<file path="src/hw/cdg_pkg.sv">
// Purpose : Shared constants and types for the discharge gating block
// Assumes : APB slave, 32-bit data, 100 MHz core clock
// Notes   : Offsets are byte addresses
package cdg_pkg;

  // ----------------------------------------------------------------
  // Geometry
  // ----------------------------------------------------------------
  localparam int unsigned CELLS_DEF  = 15;
  localparam int unsigned GROUPS_DEF = 5;
  localparam int unsigned ACC_W      = 32;

  // ----------------------------------------------------------------
  // Register map
  // ----------------------------------------------------------------
  localparam logic [7:0] OFS_CTRL   = 8'h00;
  localparam logic [7:0] OFS_DCHG   = 8'h04;
  localparam logic [7:0] OFS_CMD    = 8'h08;
  localparam logic [7:0] OFS_STATUS = 8'h0c;
  localparam logic [7:0] OFS_RESULT = 8'h10;

  // CTRL fields
  localparam int unsigned CTRL_PERMIT_BIT = 0;
  localparam int unsigned CTRL_OSR_LSB    = 1;
  localparam logic [2:0]  CTRL_RST        = 3'h0;

  // CMD fields (write one to issue)
  localparam int unsigned CMD_CONVERT_BIT = 0;
  localparam int unsigned CMD_SUSPEND_BIT = 1;
  localparam int unsigned CMD_RESUME_BIT  = 2;

  // STATUS fields
  localparam int unsigned STS_SUSP_BIT  = 16;
  localparam int unsigned STS_BUSY_BIT  = 17;
  localparam int unsigned STS_GRP_LSB   = 18;
  localparam int unsigned STS_PLAT_BIT  = 21;
  localparam int unsigned STS_RVAL_BIT  = 22;

  // Decimation shift per oversampling select: 64, 128, 256, 512
  localparam logic [3:0] OSR_SHIFT_BASE = 4'h6;

  typedef enum logic [1:0] {
    CDG_ST_IDLE = 2'b00,
    CDG_ST_CONV = 2'b01
  } cdg_state_t;

  typedef struct packed {
    logic [1:0] osr_sel;
    logic       permit;
  } cdg_ctrl_t;

  typedef struct packed {
    logic convert;
    logic suspend;
    logic resume;
  } cdg_cmd_t;

endpackage : cdg_pkg

</file>
<file path="src/hw/cdg_third_order_decimator.sv">
// Purpose : Third-order sinc decimator behind the delta-sigma modulator
// Assumes : One modulator bit per enabled clock
// Notes   : Ratio is 2**(6+osr_sel)
`timescale 1ns/1ps
module cdg_decim3
  import cdg_pkg::*;
(
  input  wire logic             mclk_i,
  input  wire logic             rst_i,
  input  wire logic             run_i,
  input  wire logic             bit_i,
  input  wire logic [1:0]       osr_sel_i,
  output logic [ACC_W-1:0]      result_o,
  output logic                  valid_o
);

  logic [ACC_W-1:0] i1_ff, i2_ff, i3_ff, c1_ff, c2_ff, c3_ff;
  logic [ACC_W-1:0] nxt_i1, nxt_i2, nxt_i3, nxt_c1, nxt_c2, nxt_c3;
  logic [ACC_W-1:0] d1, d2, d3;
  logic [ACC_W-1:0] res_ff, nxt_res;
  logic [9:0]       cnt_ff, nxt_cnt;
  logic             val_ff, nxt_val;
  logic [9:0]       last;

  // ----------------------------------------------------------------
  // Integrators at modulator rate, combs at output rate
  // ----------------------------------------------------------------
  always_comb begin
    last    = 10'((11'h1 << (OSR_SHIFT_BASE + 4'(osr_sel_i))) - 11'h1);
    nxt_i1  = i1_ff;
    nxt_i2  = i2_ff;
    nxt_i3  = i3_ff;
    nxt_c1  = c1_ff;
    nxt_c2  = c2_ff;
    nxt_c3  = c3_ff;
    nxt_res = res_ff;
    nxt_cnt = cnt_ff;
    nxt_val = 1'b0;
    d1      = i3_ff - c1_ff;
    d2      = d1 - c2_ff;
    d3      = d2 - c3_ff;
    if (!run_i) begin
      nxt_i1  = '0;
      nxt_i2  = '0;
      nxt_i3  = '0;
      nxt_c1  = '0;
      nxt_c2  = '0;
      nxt_c3  = '0;
      nxt_cnt = '0;
    end else begin
      nxt_i1  = i1_ff + ACC_W'(bit_i);
      nxt_i2  = i2_ff + i1_ff;
      nxt_i3  = i3_ff + i2_ff;
      nxt_cnt = (cnt_ff >= last) ? 10'h000 : cnt_ff + 10'h001;
      if (cnt_ff >= last) begin
        nxt_c1  = i3_ff;
        nxt_c2  = d1;
        nxt_c3  = d2;
        nxt_res = d3;
        nxt_val = 1'b1;
      end
    end
  end

  always_ff @(posedge mclk_i or posedge rst_i) begin
    if (rst_i) begin
      i1_ff  <= '0;
      i2_ff  <= '0;
      i3_ff  <= '0;
      c1_ff  <= '0;
      c2_ff  <= '0;
      c3_ff  <= '0;
      res_ff <= '0;
      cnt_ff <= '0;
      val_ff <= 1'b0;
    end else begin
      i1_ff  <= nxt_i1;
      i2_ff  <= nxt_i2;
      i3_ff  <= nxt_i3;
      c1_ff  <= nxt_c1;
      c2_ff  <= nxt_c2;
      c3_ff  <= nxt_c3;
      res_ff <= nxt_res;
      cnt_ff <= nxt_cnt;
      val_ff <= nxt_val;
    end
  end

  assign result_o = res_ff;
  assign valid_o  = val_ff;

endmodule : cdg_decim3

</file>
<file path="src/hw/cdg_sdrive.sv">
// Purpose : Registered digital drive stage for the discharge outputs
// Assumes : Pins are push-pull digital outputs
// Notes   : High level turns a discharge switch on
`timescale 1ns/1ps
module cdg_sdrive #(
  parameter int unsigned N = 15
) (
  input  wire logic         mclk_i,
  input  wire logic         rst_i,
  input  wire logic [N-1:0] on_i,
  output logic [N-1:0]      pin_o
);

  logic [N-1:0] pin_ff;
  logic [N-1:0] nxt_pin;

  always_comb begin
    nxt_pin = on_i;
  end

  always_ff @(posedge mclk_i or posedge rst_i) begin
    if (rst_i) begin
      pin_ff <= '0;
    end else begin
      pin_ff <= nxt_pin;
    end
  end

  assign pin_o = pin_ff;

endmodule : cdg_sdrive

</file>
<file path="src/hw/cdg_gating.sv">
// Purpose : Discharge output gating during cell conversions, APB registers
// Assumes : Sequencer on the same clock reports the group under conversion
// Notes   : Calibration periods reuse the measurement group numbering
`timescale 1ns/1ps
// Contract
// - Permit set at convert command: outputs hold their state all conversion unless a suspend turns them off.
// - Permit clear: output off while its own or adjacent group converts.
// - Scheduled-off output is forced off whatever its enable bit says.
// - Scheduled-on output stays on only if on before the command.
// - Suspend turns all outputs off at once, stored enables kept.
// - Resume turns back on the stored enables, or during a conversion what the snapshot allows.
// - Modulator is followed by a third-order sinc decimator with selectable ratio.
// - Discharge outputs also serve as plain digital drive outputs.
// - Permit clear: output n off for group (n mod 5)+1 and neighbours.
module cdg_gating
  import cdg_pkg::*;
#(
  parameter int unsigned N_CELLS  = CELLS_DEF,
  parameter int unsigned N_GROUPS = GROUPS_DEF
) (
  input  wire logic                mclk_i,
  input  wire logic                rst_i,
  // APB slave
  input  wire logic                psel_i,
  input  wire logic                penable_i,
  input  wire logic                pwrite_i,
  input  wire logic [7:0]          paddr_i,
  input  wire logic [31:0]         pwdata_i,
  output logic                     pready_o,
  output logic [31:0]              prdata_o,
  output logic                     pslverr_o,
  // Conversion sequencer
  input  wire logic [2:0]          seq_group_i,
  input  wire logic                seq_cal_i,
  input  wire logic                seq_done_i,
  input  wire logic                mod_bit_i,
  output logic                     seq_start_o,
  // Discharge pins
  output logic [N_CELLS-1:0]       dis_pin_o
);

  // ----------------------------------------------------------------
  // Elaboration checks
  // ----------------------------------------------------------------
  if (N_CELLS < 1 || N_CELLS > 16 || N_GROUPS < 3 || N_GROUPS > 7) begin : g_chk
    $error("cdg_gating: unsupported cell or group count");
  end

  // Pin bits must stay below the status flags
  if (N_CELLS > STS_SUSP_BIT) begin : g_sts
    $error("cdg_gating: pin bits overlap status flags");
  end

  // ----------------------------------------------------------------
  // Helpers
  // ----------------------------------------------------------------
  // Outputs that must be off while group grp (1-based) converts
  function automatic logic [N_CELLS-1:0] off_mask(input logic [2:0] grp);
    logic [N_CELLS-1:0] m;
    int unsigned        own;
    int unsigned        cur;
    m = '0;
    cur = (grp == 3'h0) ? 0 : int'(grp) - 1;
    for (int unsigned i = 0; i < N_CELLS; i++) begin
      own = i % N_GROUPS;
      if (cur == own || cur == (own + 1) % N_GROUPS ||
          cur == (own + N_GROUPS - 1) % N_GROUPS) begin
        m[i] = 1'b1;
      end
    end
    return m;
  endfunction : off_mask

  function automatic logic [31:0] widen(input logic [N_CELLS-1:0] v);
    logic [31:0] w;
    w = '0;
    w[N_CELLS-1:0] = v;
    return w;
  endfunction : widen

  // Offsets that map to a register
  function automatic logic reg_hit(input logic [7:0] addr);
    return (addr == OFS_CTRL)   || (addr == OFS_DCHG) ||
           (addr == OFS_CMD)    || (addr == OFS_STATUS) ||
           (addr == OFS_RESULT);
  endfunction : reg_hit

  // ----------------------------------------------------------------
  // APB decode
  // ----------------------------------------------------------------
  logic      setup;
  logic      wr_acc;
  logic      hit;
  logic      cmd_hit;
  cdg_cmd_t  cmd;

  assign setup    = psel_i & ~penable_i;
  assign wr_acc   = psel_i & penable_i & pwrite_i;
  assign cmd_hit  = wr_acc & (paddr_i == OFS_CMD);
  assign pready_o = 1'b1;

  always_comb begin
    hit         = reg_hit(paddr_i);
    cmd.convert = cmd_hit & pwdata_i[CMD_CONVERT_BIT];
    cmd.suspend = cmd_hit & pwdata_i[CMD_SUSPEND_BIT];
    cmd.resume  = cmd_hit & pwdata_i[CMD_RESUME_BIT];
  end

  // ----------------------------------------------------------------
  // Control state
  // ----------------------------------------------------------------
  cdg_ctrl_t          ctrl_ff, nxt_ctrl;
  logic [N_CELLS-1:0] dchg_ff, nxt_dchg;
  cdg_state_t         st_ff, nxt_st;
  logic               plat_ff, nxt_plat;
  logic [N_CELLS-1:0] pre_ff, nxt_pre;
  logic               susp_ff, nxt_susp;
  logic               start_ff, nxt_start;
  logic [N_CELLS-1:0] on_now;
  logic [N_CELLS-1:0] on_nxt;

  always_comb begin
    nxt_ctrl  = ctrl_ff;
    nxt_dchg  = dchg_ff;
    nxt_st    = st_ff;
    nxt_plat  = plat_ff;
    nxt_pre   = pre_ff;
    nxt_susp  = susp_ff;
    nxt_start = 1'b0;
    if (wr_acc && paddr_i == OFS_CTRL) begin
      nxt_ctrl.permit  = pwdata_i[CTRL_PERMIT_BIT];
      nxt_ctrl.osr_sel = pwdata_i[CTRL_OSR_LSB +: 2];
    end
    // Stored enables are never touched by suspend or resume
    if (wr_acc && paddr_i == OFS_DCHG) begin
      nxt_dchg = pwdata_i[N_CELLS-1:0];
    end
    // Suspend outranks resume in the same write; persists otherwise
    if (cmd.resume) begin
      nxt_susp = 1'b0;
    end
    if (cmd.suspend) begin
      nxt_susp = 1'b1;
    end
    case (st_ff)
      CDG_ST_IDLE: begin
        if (cmd.convert) begin
          nxt_st    = CDG_ST_CONV;
          nxt_plat  = ctrl_ff.permit;
          // Snapshot counts suspended outputs as off
          nxt_pre   = on_now;
          nxt_start = 1'b1;
        end
      end
      CDG_ST_CONV: begin
        // A convert written while busy is dropped
        if (seq_done_i) begin
          nxt_st = CDG_ST_IDLE;
        end
      end
      default: begin
        nxt_st = CDG_ST_IDLE;
      end
    endcase
  end

  always_ff @(posedge mclk_i or posedge rst_i) begin
    if (rst_i) begin
      ctrl_ff  <= CTRL_RST;
      dchg_ff  <= '0;
      st_ff    <= CDG_ST_IDLE;
      plat_ff  <= 1'b0;
      pre_ff   <= '0;
      susp_ff  <= 1'b0;
      start_ff <= 1'b0;
    end else begin
      ctrl_ff  <= nxt_ctrl;
      dchg_ff  <= nxt_dchg;
      st_ff    <= nxt_st;
      plat_ff  <= nxt_plat;
      pre_ff   <= nxt_pre;
      susp_ff  <= nxt_susp;
      start_ff <= nxt_start;
    end
  end

  assign seq_start_o = start_ff;

  // ----------------------------------------------------------------
  // Output gating
  // ----------------------------------------------------------------
  // seq_cal_i needs no branch: calibration uses the same group pattern
  always_comb begin
    if (susp_ff) begin
      on_now = '0;
    end else if (st_ff != CDG_ST_CONV) begin
      on_now = dchg_ff;
    end else if (plat_ff) begin
      on_now = pre_ff;
    end else begin
      on_now = pre_ff & ~off_mask(seq_group_i);
    end
    // Suspend acts from the very next edge; resume does too outside a conversion, one edge later during one
    if (cmd.suspend) begin
      on_nxt = '0;
    end else if (cmd.resume && st_ff != CDG_ST_CONV) begin
      on_nxt = dchg_ff;
    end else begin
      on_nxt = on_now;
    end
  end

  cdg_sdrive #(
    .N      (N_CELLS)
  ) u_drive (
    .mclk_i (mclk_i),
    .rst_i  (rst_i),
    .on_i   (on_nxt),
    .pin_o  (dis_pin_o)
  );

  // ----------------------------------------------------------------
  // Decimator
  // ----------------------------------------------------------------
  logic [ACC_W-1:0] res;
  logic             res_val;
  logic             rval_ff, nxt_rval;

  cdg_decim3 u_decim (
    .mclk_i    (mclk_i),
    .rst_i     (rst_i),
    .run_i     (st_ff == CDG_ST_CONV),
    .bit_i     (mod_bit_i),
    .osr_sel_i (ctrl_ff.osr_sel),
    .result_o  (res),
    .valid_o   (res_val)
  );

  // Result-valid flag: new result sets, reading RESULT clears, set wins
  always_comb begin
    nxt_rval = rval_ff;
    if (setup && !pwrite_i && paddr_i == OFS_RESULT) begin
      nxt_rval = 1'b0;
    end
    if (res_val) begin
      nxt_rval = 1'b1;
    end
  end

  always_ff @(posedge mclk_i or posedge rst_i) begin
    if (rst_i) begin
      rval_ff <= 1'b0;
    end else begin
      rval_ff <= nxt_rval;
    end
  end

  // ----------------------------------------------------------------
  // Read data, captured in the setup cycle
  // ----------------------------------------------------------------
  logic [31:0] rd_ff, nxt_rd;
  logic        err_ff, nxt_err;
  logic [31:0] sts;

  // Status image: pin states low, flags above them
  always_comb begin
    sts                = widen(dis_pin_o);
    sts[STS_SUSP_BIT]  = susp_ff;
    sts[STS_BUSY_BIT]  = (st_ff == CDG_ST_CONV);
    sts[STS_GRP_LSB +: 3] = seq_group_i;
    sts[STS_PLAT_BIT]  = plat_ff;
    sts[STS_RVAL_BIT]  = rval_ff;
    nxt_rd  = rd_ff;
    nxt_err = err_ff;
    if (setup) begin
      nxt_err = ~hit;
      case (paddr_i)
        OFS_CTRL:   nxt_rd = {29'h0, ctrl_ff.osr_sel, ctrl_ff.permit};
        OFS_DCHG:   nxt_rd = widen(dchg_ff);
        OFS_STATUS: nxt_rd = sts;
        OFS_RESULT: nxt_rd = res;
        default:    nxt_rd = 32'h0;
      endcase
    end
  end

  always_ff @(posedge mclk_i or posedge rst_i) begin
    if (rst_i) begin
      rd_ff  <= 32'h0;
      err_ff <= 1'b0;
    end else begin
      rd_ff  <= nxt_rd;
      err_ff <= nxt_err;
    end
  end

  assign prdata_o  = rd_ff;
  assign pslverr_o = err_ff & psel_i & penable_i;

endmodule : cdg_gating

</file>
<file path="config.mk">
export PLATFORM = sky130hd
export DESIGN_NAME = cdg_gating
export DESIGN_NICKNAME = d
export VERILOG_FILES = /design/src/hw/cdg_pkg.sv /design/src/hw/cdg_third_order_decimator.sv /design/src/hw/cdg_sdrive.sv /design/src/hw/cdg_gating.sv
export SDC_FILE = /design/constraint.sdc
export NUM_CORES = 1
export LEC_CHECK = 0
export BUFFER_PORTS_ARGS = -buffer_cell sky130_fd_sc_hd__buf_4
export CAP_MARGIN = 20
export CELL_PAD_IN_SITES_DETAIL_PLACEMENT = 1
export CELL_PAD_IN_SITES_GLOBAL_PLACEMENT = 1
export CORE_MARGIN = 4
export CORE_UTILIZATION = 40
export DETAILED_ROUTE_END_ITERATION = 8
export GPL_TIMING_DRIVEN = 0
export MAX_ROUTING_LAYER = met4
export PLACE_DENSITY_LB_ADDON = 0.12
export REMOVE_ABC_BUFFERS = 1
export SLEW_MARGIN = 20
export SYNTH_ARGS = -nofsm -noshare
export SYNTH_HDL_FRONTEND = slang
export SYNTH_SLANG_ARGS = --single-unit
</file>
<file path="constraint.sdc">
create_clock -name mclk_i -period 11.5 [get_ports mclk_i]
set_input_delay 0 -clock mclk_i [delete_from_list [all_inputs] [get_ports mclk_i]]
set_output_delay 0 -clock mclk_i [all_outputs]
set_load 0.1 [all_outputs]
</file>
After elaboration in Yosys (flattened, before gate mapping) --
Index checks and enable logic that the tools add are counted.
Storage, ports and cells: bits of input ports 51, word-level logic and storage cells 137, output and inout bits 50, flip-flop bits (word level) 322
Operators by class: equal/unequal tests 13, shift operators 1, muxes and demuxes 49, add/subtract/negate cells 10, reductions and logical operators 29, $lt $le $gt $ge 1, bitwise gates (word level) 13
Operators by type and width (count):
- $mux 32 | 10
- $pmux 32 s4 | 1
- $sub 32x32->32 | 3
- $mux 15 | 5
- $add 32x32->32 | 2
- $eq 32x2->1 const B | 2
- $add 32x1->32 | 1
- $eq 32x1->1 const B | 1
- $eq 32x3->1 const B | 1
- $logic_not 32->1 | 1
- $mux 1 | 28
- $mux 10 | 2
- $eq 8x4->1 const B | 2
- $and 15x15->15 | 1
- $not 15->15 | 1
- $logic_or 1x1->1 | 14
- $add 10x1->10 const B | 1
- $ge 10x10->1 | 1
- $shl 1x4->10 const A | 1
- $sub 10x1->10 const B | 1
- $and 1x1->1 | 9
- $eq 8x3->1 const B | 1
- $eq 8x5->1 const B | 1
- $logic_not 8->1 | 1
- other kinds (14) | 25

Logic depth before layout (Yosys ltp) --
Gate-level depths: netlist of run 1.
depth after elaboration 16, depth in mapped cells 34, depth with buffers taken out 34

Hierarchy --
From an unflattened synthesis of run 1, not the netlist that was laid out.
Second synthesis, totals: cell total of the unflattened synthesis 2287, area total of the unflattened synthesis 20485.9 sq um
By module, submodules not included:
- cdg_decim3 | area each 16354.4 sq um, sequential area each 5880.6 sq um, cells each 1931, times used 1
- cdg_gating | area each 3752.3 sq um, sequential area each 1776.7 sq um, cells each 340, times used 1
- cdg_sdrive | area each 379.1 sq um, sequential area each 375.4 sq um, cells each 16, times used 1

Worst setup path before layout of run 1 --
Ideal clock, no wire load.
path type register to register, from register u_decim.i3_ff[0], to register u_decim.res_ff[30] (netlist: u_decim.result_o[30]), setup time 132 ps, stages on the path, launching flop included 32, arrival time 6103 ps, data required time 11368 ps, path buffers 0, clock period less this slack 6235 ps, setup slack 5265 ps, path through dfrtp_1 inv_1 ha_1 inv_1 fa_1 a21o_1 a21oi_1 o21bai_1 a21oi_1 o21ai_0 a31oi_1 o21bai_1 a21oi_1 xnor2_1 ha_1 nand2_1 o31ai_1 a21oi_1 o21ai_0 xor2_1 ha_1 a21o_1 a21o_1 a21o_1 a211oi_1 o21ai_0 a2111oi_2 nor3_1 a211o_1 a31oi_2 xor2_1 o21ai_1
On the way: longest elaborated chain between the ends 3
Ends and longest elaborated chain:
- start: declaration | line cdg_third_order_decimator.sv:17 | logic [ACC_W-1:0] i1_ff, i2_ff, i3_ff, c1_ff, c2_ff, c3_ff;
- start signal: assignment | line cdg_third_order_decimator.sv:79 | i3_ff <= nxt_i3;
- $sub 32x32->32 | line cdg_third_order_decimator.sv:39 | d1 = i3_ff - c1_ff;
- $sub 32x32->32 | line cdg_third_order_decimator.sv:40 | d2 = d1 - c2_ff;
- $sub 32x32->32 | line cdg_third_order_decimator.sv:41 | d3 = d2 - c3_ff;
- end signal: assignment | line cdg_third_order_decimator.sv:83 | res_ff <= nxt_res;
- end: declaration | line cdg_third_order_decimator.sv:20 | logic [ACC_W-1:0] res_ff, nxt_res;
No other way between the ends. A chain may end at the register's enable or synchronous reset.

Worst setup path in the final report of run 1 --
Same ends and word-level chain as after synthesis.

==> metrics.cfg, run 1 <==
[outcome]
status=completed

[detailed_routing]
ant_nets=0
viasPerCell=5.34
via_count=16800
wl_per_cell_um=17.1
drc=0
first_iter_violations=701
first_pass_iters=5
drt_wl_total_mm=53.7

[global_route]
track_usage=0.205
grt_pass1_vias=17900
grt_max_degree=106
grt_pass1_wl_mm=90.8
antenna_found_initial=1
grt_remaining_overflow=0

[final_layout]
fin_area_mm2=0.0234
area_growth_pct=15.7
layout-drive-gt1-share=0.0869
fillCellCount=5948
layout.nets=2657
instances_no_fill=3136

[pwr]
ir_drop_v=0.0000913
power_density_mw_per_mm2=107
p_leak_nw=10.8

[sta]
setup_viol=0
max_slew_margin=0.285
fin_crit_ns=7.49
rsz0062_at_grt=no
fin_tns_setup_ns=0
finalCritPeriodShare=0.651
hold_ws_ns=0.0191
fmax_mhz=134
hold_viol_final=0
drv_slew=0
fin_skew_ns=0.0183
worstMarginPinSlew_ns=1.07

[floorplan]
core_region_area_mm2=0.0501
start_util=0.405
die_h_um=233
row_count=82
num_io_pins=101
dieArea_mm2=0.0543
die_w_um=233

[synth]
syn_avg_cell_area_um2=8.64
yosys.cell_types.count=73
syn_inst=2345
synth.area.top_cells=dfrtp_1, ha_1, nand2_1, a21oi_1, xnor2_1
synth_ff_type=dfrtp_1
synth_seq_cells=321
async_reset_ff_frac=1.00
synth_top_cell_area_share=0.396
yosysWarnings=0
yosysSeqAreaShare=0.396
synth_edf_count=0
synth_area_mm2=0.0203
yosysTopAreaCell=dfrtp_1

[cts]
cts_root_buffer=clkbuf_16
cts-buffers-inserted=42
h-tree-depth=2
cts.repair.resized=0
cts_tree=done
cts_num_sinks=321
path_clk_slew_ns=0.06
clockBufferDepth=3
insertion_delay_ns=0.56

[placement]
io_buffer_count=81
dpl.hpwl_mm=38.4
dpl-instance-area_mm2=0.0217
placed_cells=3028
place_congestion=0.886

[worst_setup_path]
end_kind=flip-flop
start_kind=flip-flop
crit_fanout=5
worst-path-buf-inv=2
required_ns=11.93
critPathArrivalTime_ns=7.91
cp_slowest_cell=o31ai_1
critPathTopFamily=compound AO/OA/AOI/OAI gates
slowest_delay_ns=0.68
path_class=reg2reg

[run]
drv_cap=0

[worst_hold_path]
min_path_type=in2async

sequential cells by signal, indices dropped and copies added, names as in the netlist, 32 cells and up:
name	count
u_decim.c1_ff	32
u_decim.c3_ff	32
u_decim.i2_ff	32
u_decim.i1_ff	32
u_decim.c2_ff	32
u_decim.i3_ff	32
prdata_o	32
u_decim.result_o	32
final timing paths:
kind | from | end | slack [ns] | depth (start not counted)
setup / recovery | u_decim.i3_ff[0] | u_decim.result_o[30] | 4.01 | 31
hold / removal | rst_i | u_decim.i1_ff[2] | 0.02 | 3
setup reg to reg | u_decim.i3_ff[0] | u_decim.result_o[30] | 4.01 | 31
hold reg to reg | u_decim.valid_o | rval_ff | 0.46 | 1
max in group asynchronous | rst_i | prdata_o[26] | 10.13 | 5
min in group mclk_i | paddr_i[4] | prdata_o[2] | 0.05 | 4
area by class of cell:
class / count / area, um2 / share of cell area
well taps: 672 / 841 / 0.0359
clock inverters: 14 / 125 / 0.00534
clock buffers: 59 / 1230 / 0.0524
multi-input cells: 1784 / 11400 / 0.485
inverters: 153 / 587 / 0.0250
diodes: 1 / 2.50 / 0.000107
repair buffers: 132 / 1260 / 0.0539
flip-flops and latches: 321 / 8030 / 0.343
where the power goes:
part	total [mW]	leakage [nW]	internal, mW	switching, mW
clock	1.30	0.669	0.786	0.512
sequential	1.14	4.48	1.13	0.00269
combinational	0.0703	5.67	0.0231	0.0471
metal layers:
| layer | routed length, um | track usage |
|---|---|---|
| met4 | 1510 | 0.0607 |
| met5 | 0 | - |
| met2 | 26600 | 0.360 |
| met3 | 1420 | 0.0266 |
| met1 | 24100 | 0.248 |
per-stage QoR:
stage	utilization	worst slack, ns	power, mW
6_report	0.468	4.01	2.50
5_1_grt	0.468	3.29	2.60
4_1_cts	0.468	3.90	2.55
3_5_place_dp	0.434	3.93	1.22
3_3_place_gp	0.427	-2.80	1.21
2_1_floorplan	-	2.62	1.19
kinds of logic (layout without fill, tap and decap cells):
| group | count (synthesis) | in the layout | synth area share |
|---|---|---|---|
| compound gates | 646 | 646 | 0.199 |
| xor+xnor | 165 | 165 | 0.0713 |
| fa+ha+maj | 172 | 172 | 0.108 |
| buf+inv | 243 | 358 | 0.0453 |
| flops | 321 | 321 | 0.396 |
| mux | 25 | 25 | 0.0136 |
| other cells | 2 | 6 | 0.000371 |
| simple gates | 771 | 771 | 0.166 |
Yosys cell counts (all sizes together) (35+ instances only):
master and number:
a21o 79, a21oi 237, clkbuf 86, dfrtp 321, ha 167, inv 151, nand2 372, nand3 35
nor2 187, nor3 42, o21ai 146, xnor2 95, xor2 70
worst reg2reg max path, delay by kind of cell, from the launching register on:
family / cells / cell delay [ns]
buf+inv: 2 / 0.12
fa+ha+maj: 4 / 1.28
xor+xnor: 3 / 0.55
simple gates: 2 / 0.26
flops: 1 / 0.41
compound gates: 20 / 4.76
cells in the final DEF (no fill, tap or decap), types with 6 or more instances in the layout:
cell type / count
buf_4: 83
nor3_1: 41
mux2_2: 20
inv_1: 149
a222oi_1: 15
ha_1: 167
a22oi_1: 11
nand2_1: 371
dlygate4sd3_1: 34
and2_1: 17
a211oi_1: 16
o21a_1: 18
o21bai_1: 23
o21ai_0: 141
or2_2: 8
a221oi_1: 6
clkinv_2: 10
a21oi_1: 237
or3_1: 17
clkbuf_1: 9
nor2_1: 186
a31oi_1: 18
xor2_1: 70
o211ai_1: 15
o31ai_1: 7
clkbuf_16: 45
a21boi_0: 6
nor2b_1: 8
and3_1: 22
nand2b_1: 23
a22o_1: 6
dfrtp_1: 320
nand3_1: 35
nand4_1: 21
a211o_1: 6
buf_16: 6
a21o_1: 79
xnor2_1: 95
repair_timing:
item | in CTS | in global routing
hold buffers | 34 | 0
buffers inserted | 0 | 0
endpoints found under the hold margin | 175 | 0
Note: power is estimated with default switching activity, not from simulation.
==> run 2, diff against run 1 <==
Settings changed: ABC_AREA set to 1.
Clock period 11.5 ns to 6.73 ns, I/O delays scaled along.
==> metrics.cfg, run 2 <==
[final_layout]
antennaDiodeCount=0  ; was 1
area_growth_pct=14.7  ; was 15.7%
fin_area_mm2=0.0247  ; was 0.0234 mm2
fillCellCount=6540  ; was 5948
instances_no_fill=3670  ; was 3136
layout.nets=3173  ; was 2657
final_common_cell=nand2_1  ; unchanged
post-route-util=0.467  ; was 0.468
layout-drive-gt1-share=0.0858  ; was 0.0869
final_cell_mix=nand2_1, inv_1, dfrtp_1, o21ai_0, nor2_1  ; was nand2_1, dfrtp_1, a21oi_1, nor2_1, ha_1

[worst_setup_path]
ff2ff_setup_slack_ns=0.66  ; was 4.01 ns
required_ns=7.15  ; was 11.93 ns
path_class=reg2reg  ; unchanged
start_kind=flip-flop  ; unchanged
critPathCapture=u_decim.result_o[27]  ; was u_decim.result_o[30]
cp_slowest_cell=xor2_1  ; was o31ai_1
crit_top_cell=nand2_1
r2r_start=u_decim.i3_ff[0]  ; unchanged
crit_fanout=6  ; was 5
critPathArrivalTime_ns=6.49  ; was 7.91 ns
end_kind=flip-flop  ; unchanged
rr_worst_depth=31  ; unchanged
rr_endpoint=u_decim.result_o[27]  ; was u_decim.result_o[30]
slowest_delay_ns=0.42  ; was 0.68 ns
crit_start=u_decim.i3_ff[0]  ; unchanged

[pwr]
switching_share=0.226  ; was 0.224
combPwrFrac=0.028  ; about the same
clkPwrFrac=0.528  ; was 0.518
power_frac_seq=0.443  ; was 0.454
ir_drop_v=0.000138  ; was 0.0000913 V
internal_power_mw=3.39  ; was 1.94 mW
power_switching_mw=0.986  ; was 0.561 mW
p_leak_nw=12.4  ; was 10.8 nW
power_density_mw_per_mm2=177  ; was 107 mW/mm2

[cts]
insertion_delay_ns=0.57  ; was 0.56 ns
cts_root_buffer=clkbuf_16  ; unchanged
cts_tree=done  ; unchanged
cts-buffers-inserted=41  ; was 42
path_clk_slew_ns=0.06  ; about the same
h-tree-depth=2  ; unchanged
cts_num_sinks=321  ; unchanged
cts.repair.resized=0  ; unchanged
clockBufferDepth=3  ; unchanged

[synth]
synth_common_cells=nand2_1, inv_1, dfrtp_1  ; was nand2_1, dfrtp_1, a21oi_1
syn_avg_cell_area_um2=7.56  ; was 8.64 um2
synth_top_cell_area_share=0.373  ; was 0.396
async_reset_ff_frac=1.00  ; unchanged
synth.area.top_cells=dfrtp_1, nand2_1, ha_1, inv_1, o21ai_0  ; was dfrtp_1, ha_1, nand2_1, a21oi_1, xnor2_1
yosysMostFrequentCell=nand2_1  ; unchanged
synth_ff_type=dfrtp_1  ; unchanged
synth_edf_count=0  ; unchanged
synth_seq_cells=321  ; unchanged
yosysSeqAreaShare=0.373  ; was 0.396
yosys.cell_types.count=72  ; was 73
synth_area_mm2=0.0215  ; was 0.0203 mm2
yosysWarnings=0  ; unchanged
syn_inst=2845  ; was 2345
yosysTopAreaCell=dfrtp_1  ; unchanged

[placement]
dpl.hpwl_mm=51.9  ; was 38.4 mm
io_buffer_count=81  ; unchanged
place_congestion=0.902  ; was 0.886
placed_cells=3568  ; was 3028
dpl_worst_slack_ns=0.687  ; was 3.93 ns
dpl-instance-area_mm2=0.0230  ; was 0.0217 mm2

[floorplan]
start_util=0.407  ; was 0.405
die_w_um=240  ; was 233 um
row_count=84  ; was 82
dieArea_mm2=0.0575  ; was 0.0543 mm2
num_io_pins=101  ; unchanged
die_h_um=240  ; was 233 um
core_region_area_mm2=0.0529  ; was 0.0501 mm2

[detailed_routing]
drc=0  ; unchanged
first_pass_iters=5  ; unchanged
first_iter_violations=809  ; was 701
via_count=19700  ; was 16800
wl_per_cell_um=18.5  ; was 17.1 um
ant_nets=0  ; unchanged
drt_wl_total_mm=67.8  ; was 53.7 mm
viasPerCell=5.38  ; was 5.34

[sta]
finalCritPeriodShare=0.902  ; was 0.651
rsz0062_at_grt=no  ; unchanged
worstMarginPinSlew_ns=1.10  ; was 1.07 ns
fin_crit_ns=6.07  ; was 7.49 ns
hold_ws_ns=0.00214  ; was 0.0191 ns
fmax_mhz=165  ; was 134 MHz
setup_slack_ns=0.661  ; was 4.01 ns
hold_viol_final=0  ; unchanged
setup_viol=0  ; unchanged
drv_slew=0  ; unchanged
max_slew_margin=0.262  ; was 0.285
fin_skew_ns=0.0148  ; was 0.0183 ns

[worst_hold_path]
min_path_type=in2async  ; unchanged

[global_route]
grt_remaining_overflow=0  ; unchanged
antenna_found_initial=0  ; was 1
grt_max_degree=98  ; was 106
grt_pass1_vias=21100  ; was 17900
grt_pass1_wl_mm=111  ; was 90.8 mm
track_usage=0.245  ; was 0.205

[outcome]
status=completed  ; unchanged

[run]
drv_cap=0  ; unchanged

==> run 2: cell count changes in the layout (fill, tap and decap cells not counted), moves of 17 or more <==
cell | before | now
a21oi_1 | 237 | 256
xnor2_1 | 95 | 36
xor2_1 | 70 | 46
o21ai_0 | 141 | 282
nand2b_1 | 23 | 0
a21o_1 | 79 | 13
nand3_1 | 35 | 111
inv_1 | 149 | 385
mux2_2 | 20 | 3
nand2_1 | 371 | 593
nor2_1 | 186 | 257
and3_1 | 22 | 4
==> run 2: worst min-delay path by stage <==
stage | end | slack [ns] | cells past startpoint
6_report | u_decim.c3_ff[30] | 0.002 | 3
5_1_grt | u_decim.c3_ff[30] | 0.05 | 3
4_1_cts | u_decim.c3_ff[30] | 0.001 | 3
3_5_place_dp | u_decim.c3_ff[30] | 0.06 | 2
3_3_place_gp | st_ff[0] | 0.19 | 2
2_1_floorplan | st_ff[0] | 0.1 | 1
==> run 2: cells by family (layout without fill, tap and decap cells) <==
family                     after synthesis  count (layout)  synth area share
AOI/OAI and AO/OA                      706             706             0.188
adders and majority gates              172             172             0.102
muxes                                    3               3           0.00157
DFF                                    321             321             0.373
xor gates and xnor gates                82              82            0.0334
and+or+nand+nor                       1105            1105             0.220
other                                    2               5          0.000349
buffers and inverters                  454             588            0.0817
==> run 2: area by class of cell <==
cell class                 instances  area [um2]  area share
clock inverter                    13         150     0.00609
inverter                         394        1500      0.0606
clock buffer                      62        1270      0.0514
multi-input combinational       2073       11700       0.476
tap                              688         861      0.0349
timing repair buffer             119        1120      0.0453
sequential                       321        8040       0.326
==> run 2: routing by layer <==
layer / GRT usage / share of wire / wire length (um) / vias to the layer above
met5: - / 0 / 0 / -
met2: 0.446 / 0.52 / 35400 / 242
met1: 0.290 / 0.43 / 29000 / 9731
li1: - / - / - / 9657
met3: 0.0249 / 0.026 / 1740 / 101
met4: 0.0642 / 0.024 / 1660 / 0
==> run 2: per-stage QoR <==
step                      power [mW]  setup TNS [ns]
after floorplan                 2.04         -691.63
after global placement          2.08        -2262.12
after detailed placement        2.09               0
after CTS                       4.45               0
after global routing            4.54               0
final                           4.37               0
==> run 2: repair_timing <==
action	in CTS	in global routing
endpoints found under the setup margin	0	0
buffers inserted	0	0
hold buffers	26	1
hold endpoints to repair	283	10
==> run 2: critical path, delay by kind of cell, from the launching register on <==
kind,cells,cell delay [ns]
DFF,1,0.39
xor gates and xnor gates,2,0.66
and+or+nand+nor,13,1.58
AOI/OAI and AO/OA,8,1.67
buffers and inverters,4,0.31
adders and majority gates,4,1.31
==> run 2: power by group through the flow <==
stage	Clock [mW]	Combinational [mW]	Sequential [mW]
6_report	2.31	0.124	1.94
5_1_grt	2.47	0.139	1.94
4_1_cts	2.38	0.127	1.94
3_5_place_dp	0	0.115	1.97
3_3_place_gp	0	0.105	1.97
2_1_floorplan	0	0.0526	1.98
==> run 3, diff against run 2 <==
Settings changed: ABC_AREA 1 to not set.
==> metrics.cfg, run 3 (same netlist as run 1, synthesis figures left out) <==
[global_route]
grt_max_degree=106  ; was 98
grt_pass1_vias=18000  ; was 21100
grt_pass1_wl_mm=90.9  ; was 111 mm
antenna_found_initial=1  ; was 0
grt_remaining_overflow=0  ; unchanged
track_usage=0.206  ; was 0.245

[final_layout]
layout.nets=2671  ; was 3173
layout-drive-gt1-share=0.101  ; was 0.0858
area_growth_pct=16.8  ; was 14.7%
fin_area_mm2=0.0237  ; was 0.0247 mm2
seq_area_mm2=0.00803  ; was 0.00804 mm2
fillCellCount=5933  ; was 6540
final_cell_mix=nand2_1, dfrtp_1, a21oi_1, nor2_1, ha_1  ; was nand2_1, inv_1, dfrtp_1, o21ai_0, nor2_1
final_common_cell=nand2_1  ; unchanged
multi_input_area_mm2=0.0115  ; was 0.0117 mm2

[sta]
setup_viol=0  ; unchanged
fmax_mhz=159  ; was 165 MHz
hold_viol_final=0  ; unchanged
finalCritPeriodShare=0.936  ; was 0.902
fin_crit_ns=6.30  ; was 6.07 ns
fin_skew_ns=0.0173  ; was 0.0148 ns
drv_slew=0  ; unchanged
hold_ws_ns=0.0226  ; was 0.00214 ns
setup_slack_ns=0.432  ; was 0.661 ns
fin_tns_setup_ns=0  ; unchanged
worstMarginPinSlew_ns=1.05  ; was 1.10 ns
max_slew_margin=0.301  ; was 0.262

[pwr]
power_switching_mw=0.962  ; was 0.986 mW
clkPwrFrac=0.519  ; was 0.528
combPwrFrac=0.028  ; about the same
ir_drop_v=0.000156  ; was 0.000138 V
p_leak_nw=10.9  ; was 12.4 nW
power_density_mw_per_mm2=181  ; was 177 mW/mm2
internal_power_mw=3.32  ; was 3.39 mW
switching_share=0.225  ; was 0.226
power_frac_seq=0.453  ; was 0.443

[floorplan]
dieArea_mm2=0.0543  ; was 0.0575 mm2
core_region_area_mm2=0.0501  ; was 0.0529 mm2
start_util=0.405  ; was 0.407
row_count=82  ; was 84
die_h_um=233  ; was 240 um
die_w_um=233  ; was 240 um
num_io_pins=101  ; unchanged

[placement]
io_buffer_count=81  ; unchanged
place_congestion=0.886  ; was 0.902
dpl_worst_slack_ns=-0.842  ; was 0.687 ns
dpl-instance-area_mm2=0.0217  ; was 0.0230 mm2
dpl.hpwl_mm=38.4  ; was 51.9 mm

[cts]
cts_num_sinks=321  ; unchanged
cts_tree=done  ; unchanged
cts-buffers-inserted=42  ; was 41
insertion_delay_ns=0.56  ; was 0.57 ns
h-tree-depth=2  ; unchanged
cts_root_buffer=clkbuf_16  ; unchanged
clockBufferDepth=3  ; unchanged
path_clk_slew_ns=0.06  ; about the same

[detailed_routing]
wl_per_cell_um=17.1  ; was 18.5 um
drc=0  ; unchanged
viasPerCell=5.35  ; was 5.38
ant_nets=0  ; unchanged
first_pass_iters=5  ; unchanged
via_count=16800  ; was 19700
first_iter_violations=701  ; was 809
drt_wl_total_mm=54.0  ; was 67.8 mm

[worst_setup_path]
critPathArrivalTime_ns=6.72  ; was 6.49 ns
slowest_delay_ns=0.41  ; was 0.42 ns
crit_start=u_decim.i3_ff[4]  ; was u_decim.i3_ff[0]
path_class=reg2reg  ; unchanged
required_ns=7.16  ; was 7.15 ns
crit_fanout=6  ; unchanged
end_kind=flip-flop  ; unchanged
r2r_start=u_decim.i3_ff[4]  ; was u_decim.i3_ff[0]
rr_worst_depth=29  ; was 31
ff2ff_setup_slack_ns=0.43  ; was 0.66 ns
start_kind=flip-flop  ; unchanged
cp_slowest_cell=dfrtp_1  ; was xor2_1
critPathCapture=u_decim.result_o[30]  ; was u_decim.result_o[27]
rr_endpoint=u_decim.result_o[30]  ; was u_decim.result_o[27]

[run]
drv_cap=0  ; unchanged

[outcome]
status=completed  ; unchanged

[worst_hold_path]
min_path_type=in2async  ; unchanged

run 3: cell count changes in the layout (fill, tap and decap cells not counted), sizes merged, moves of 66 or more:
cell   delta
nor2     -79
o21ai   -157
inv     -242
nand2   -237
a21o     +66
nand3    -85
run 3: how the worst min path moves through the flow:
stage	start	endpoint	slack [ns]	depth (start not counted)
after floorplan	seq_done_i	st_ff[0]	0.1	1
after global placement	seq_done_i	st_ff[0]	0.19	2
after detailed placement	rst_i	u_decim.i1_ff[2]	0.08	2
after CTS	rst_i	u_decim.i1_ff[2]	0.04	3
after global routing	rst_i	u_decim.i1_ff[2]	0.05	3
final	rst_i	u_decim.i1_ff[2]	0.02	3
run 3: what timing repair did:
item | CTS | global route
setup buffers | 2 | 12
endpoints found under the hold margin | 175 | 0
gates resized for setup | 11 | 19
pin swaps | 6 | 16
setup endpoints to repair | 10 | 8
hold buffers | 34 | 0
run 3: metrics by stage:
stage	power [mW]	std cells	utilization
finish	4.28	3150	0.473
detailed placement	2.08	3028	0.434
CTS	4.35	3137	0.469
global route	4.44	3150	0.473
global placement	2.07	3011	0.427
floorplan	2.03	2258	-
run 3: power by group through the flow:
stage	combinational, mW	clock (mW)	sequential [mW]
after floorplan	0.0485	0	1.98
after global placement	0.0967	0	1.98
after detailed placement	0.107	0	1.97
after CTS	0.122	2.29	1.94
after global routing	0.134	2.37	1.94
final	0.120	2.22	1.94
run 3: area by class of cell:
type                    instances  share of cell area
multi-input cells            1784               0.485
clock buffers                  59              0.0519
inverters                     153              0.0248
diodes                          1            0.000106
flip-flops and latches        321               0.339
repair buffers                146              0.0578
clock inverters                14             0.00529
well taps                     672              0.0355
run 3: critical path: cells and delay by family, from the launching register on:
kind,cells,cell delay [ns]
flops,1,0.41
simple gates,7,1.34
xor+xnor,3,0.46
fa+ha+maj,3,0.90
compound gates,16,3.05
run 3: layer usage:
metal,GRT usage,share of wire,up-vias,wire [um]
met1,0.248,0.45,8248,24300
met3,0.0266,0.026,97,1430
met2,0.361,0.50,179,26800
met5,-,0,-,0
met4,0.0607,0.028,0,1490
li1,-,-,8323,-
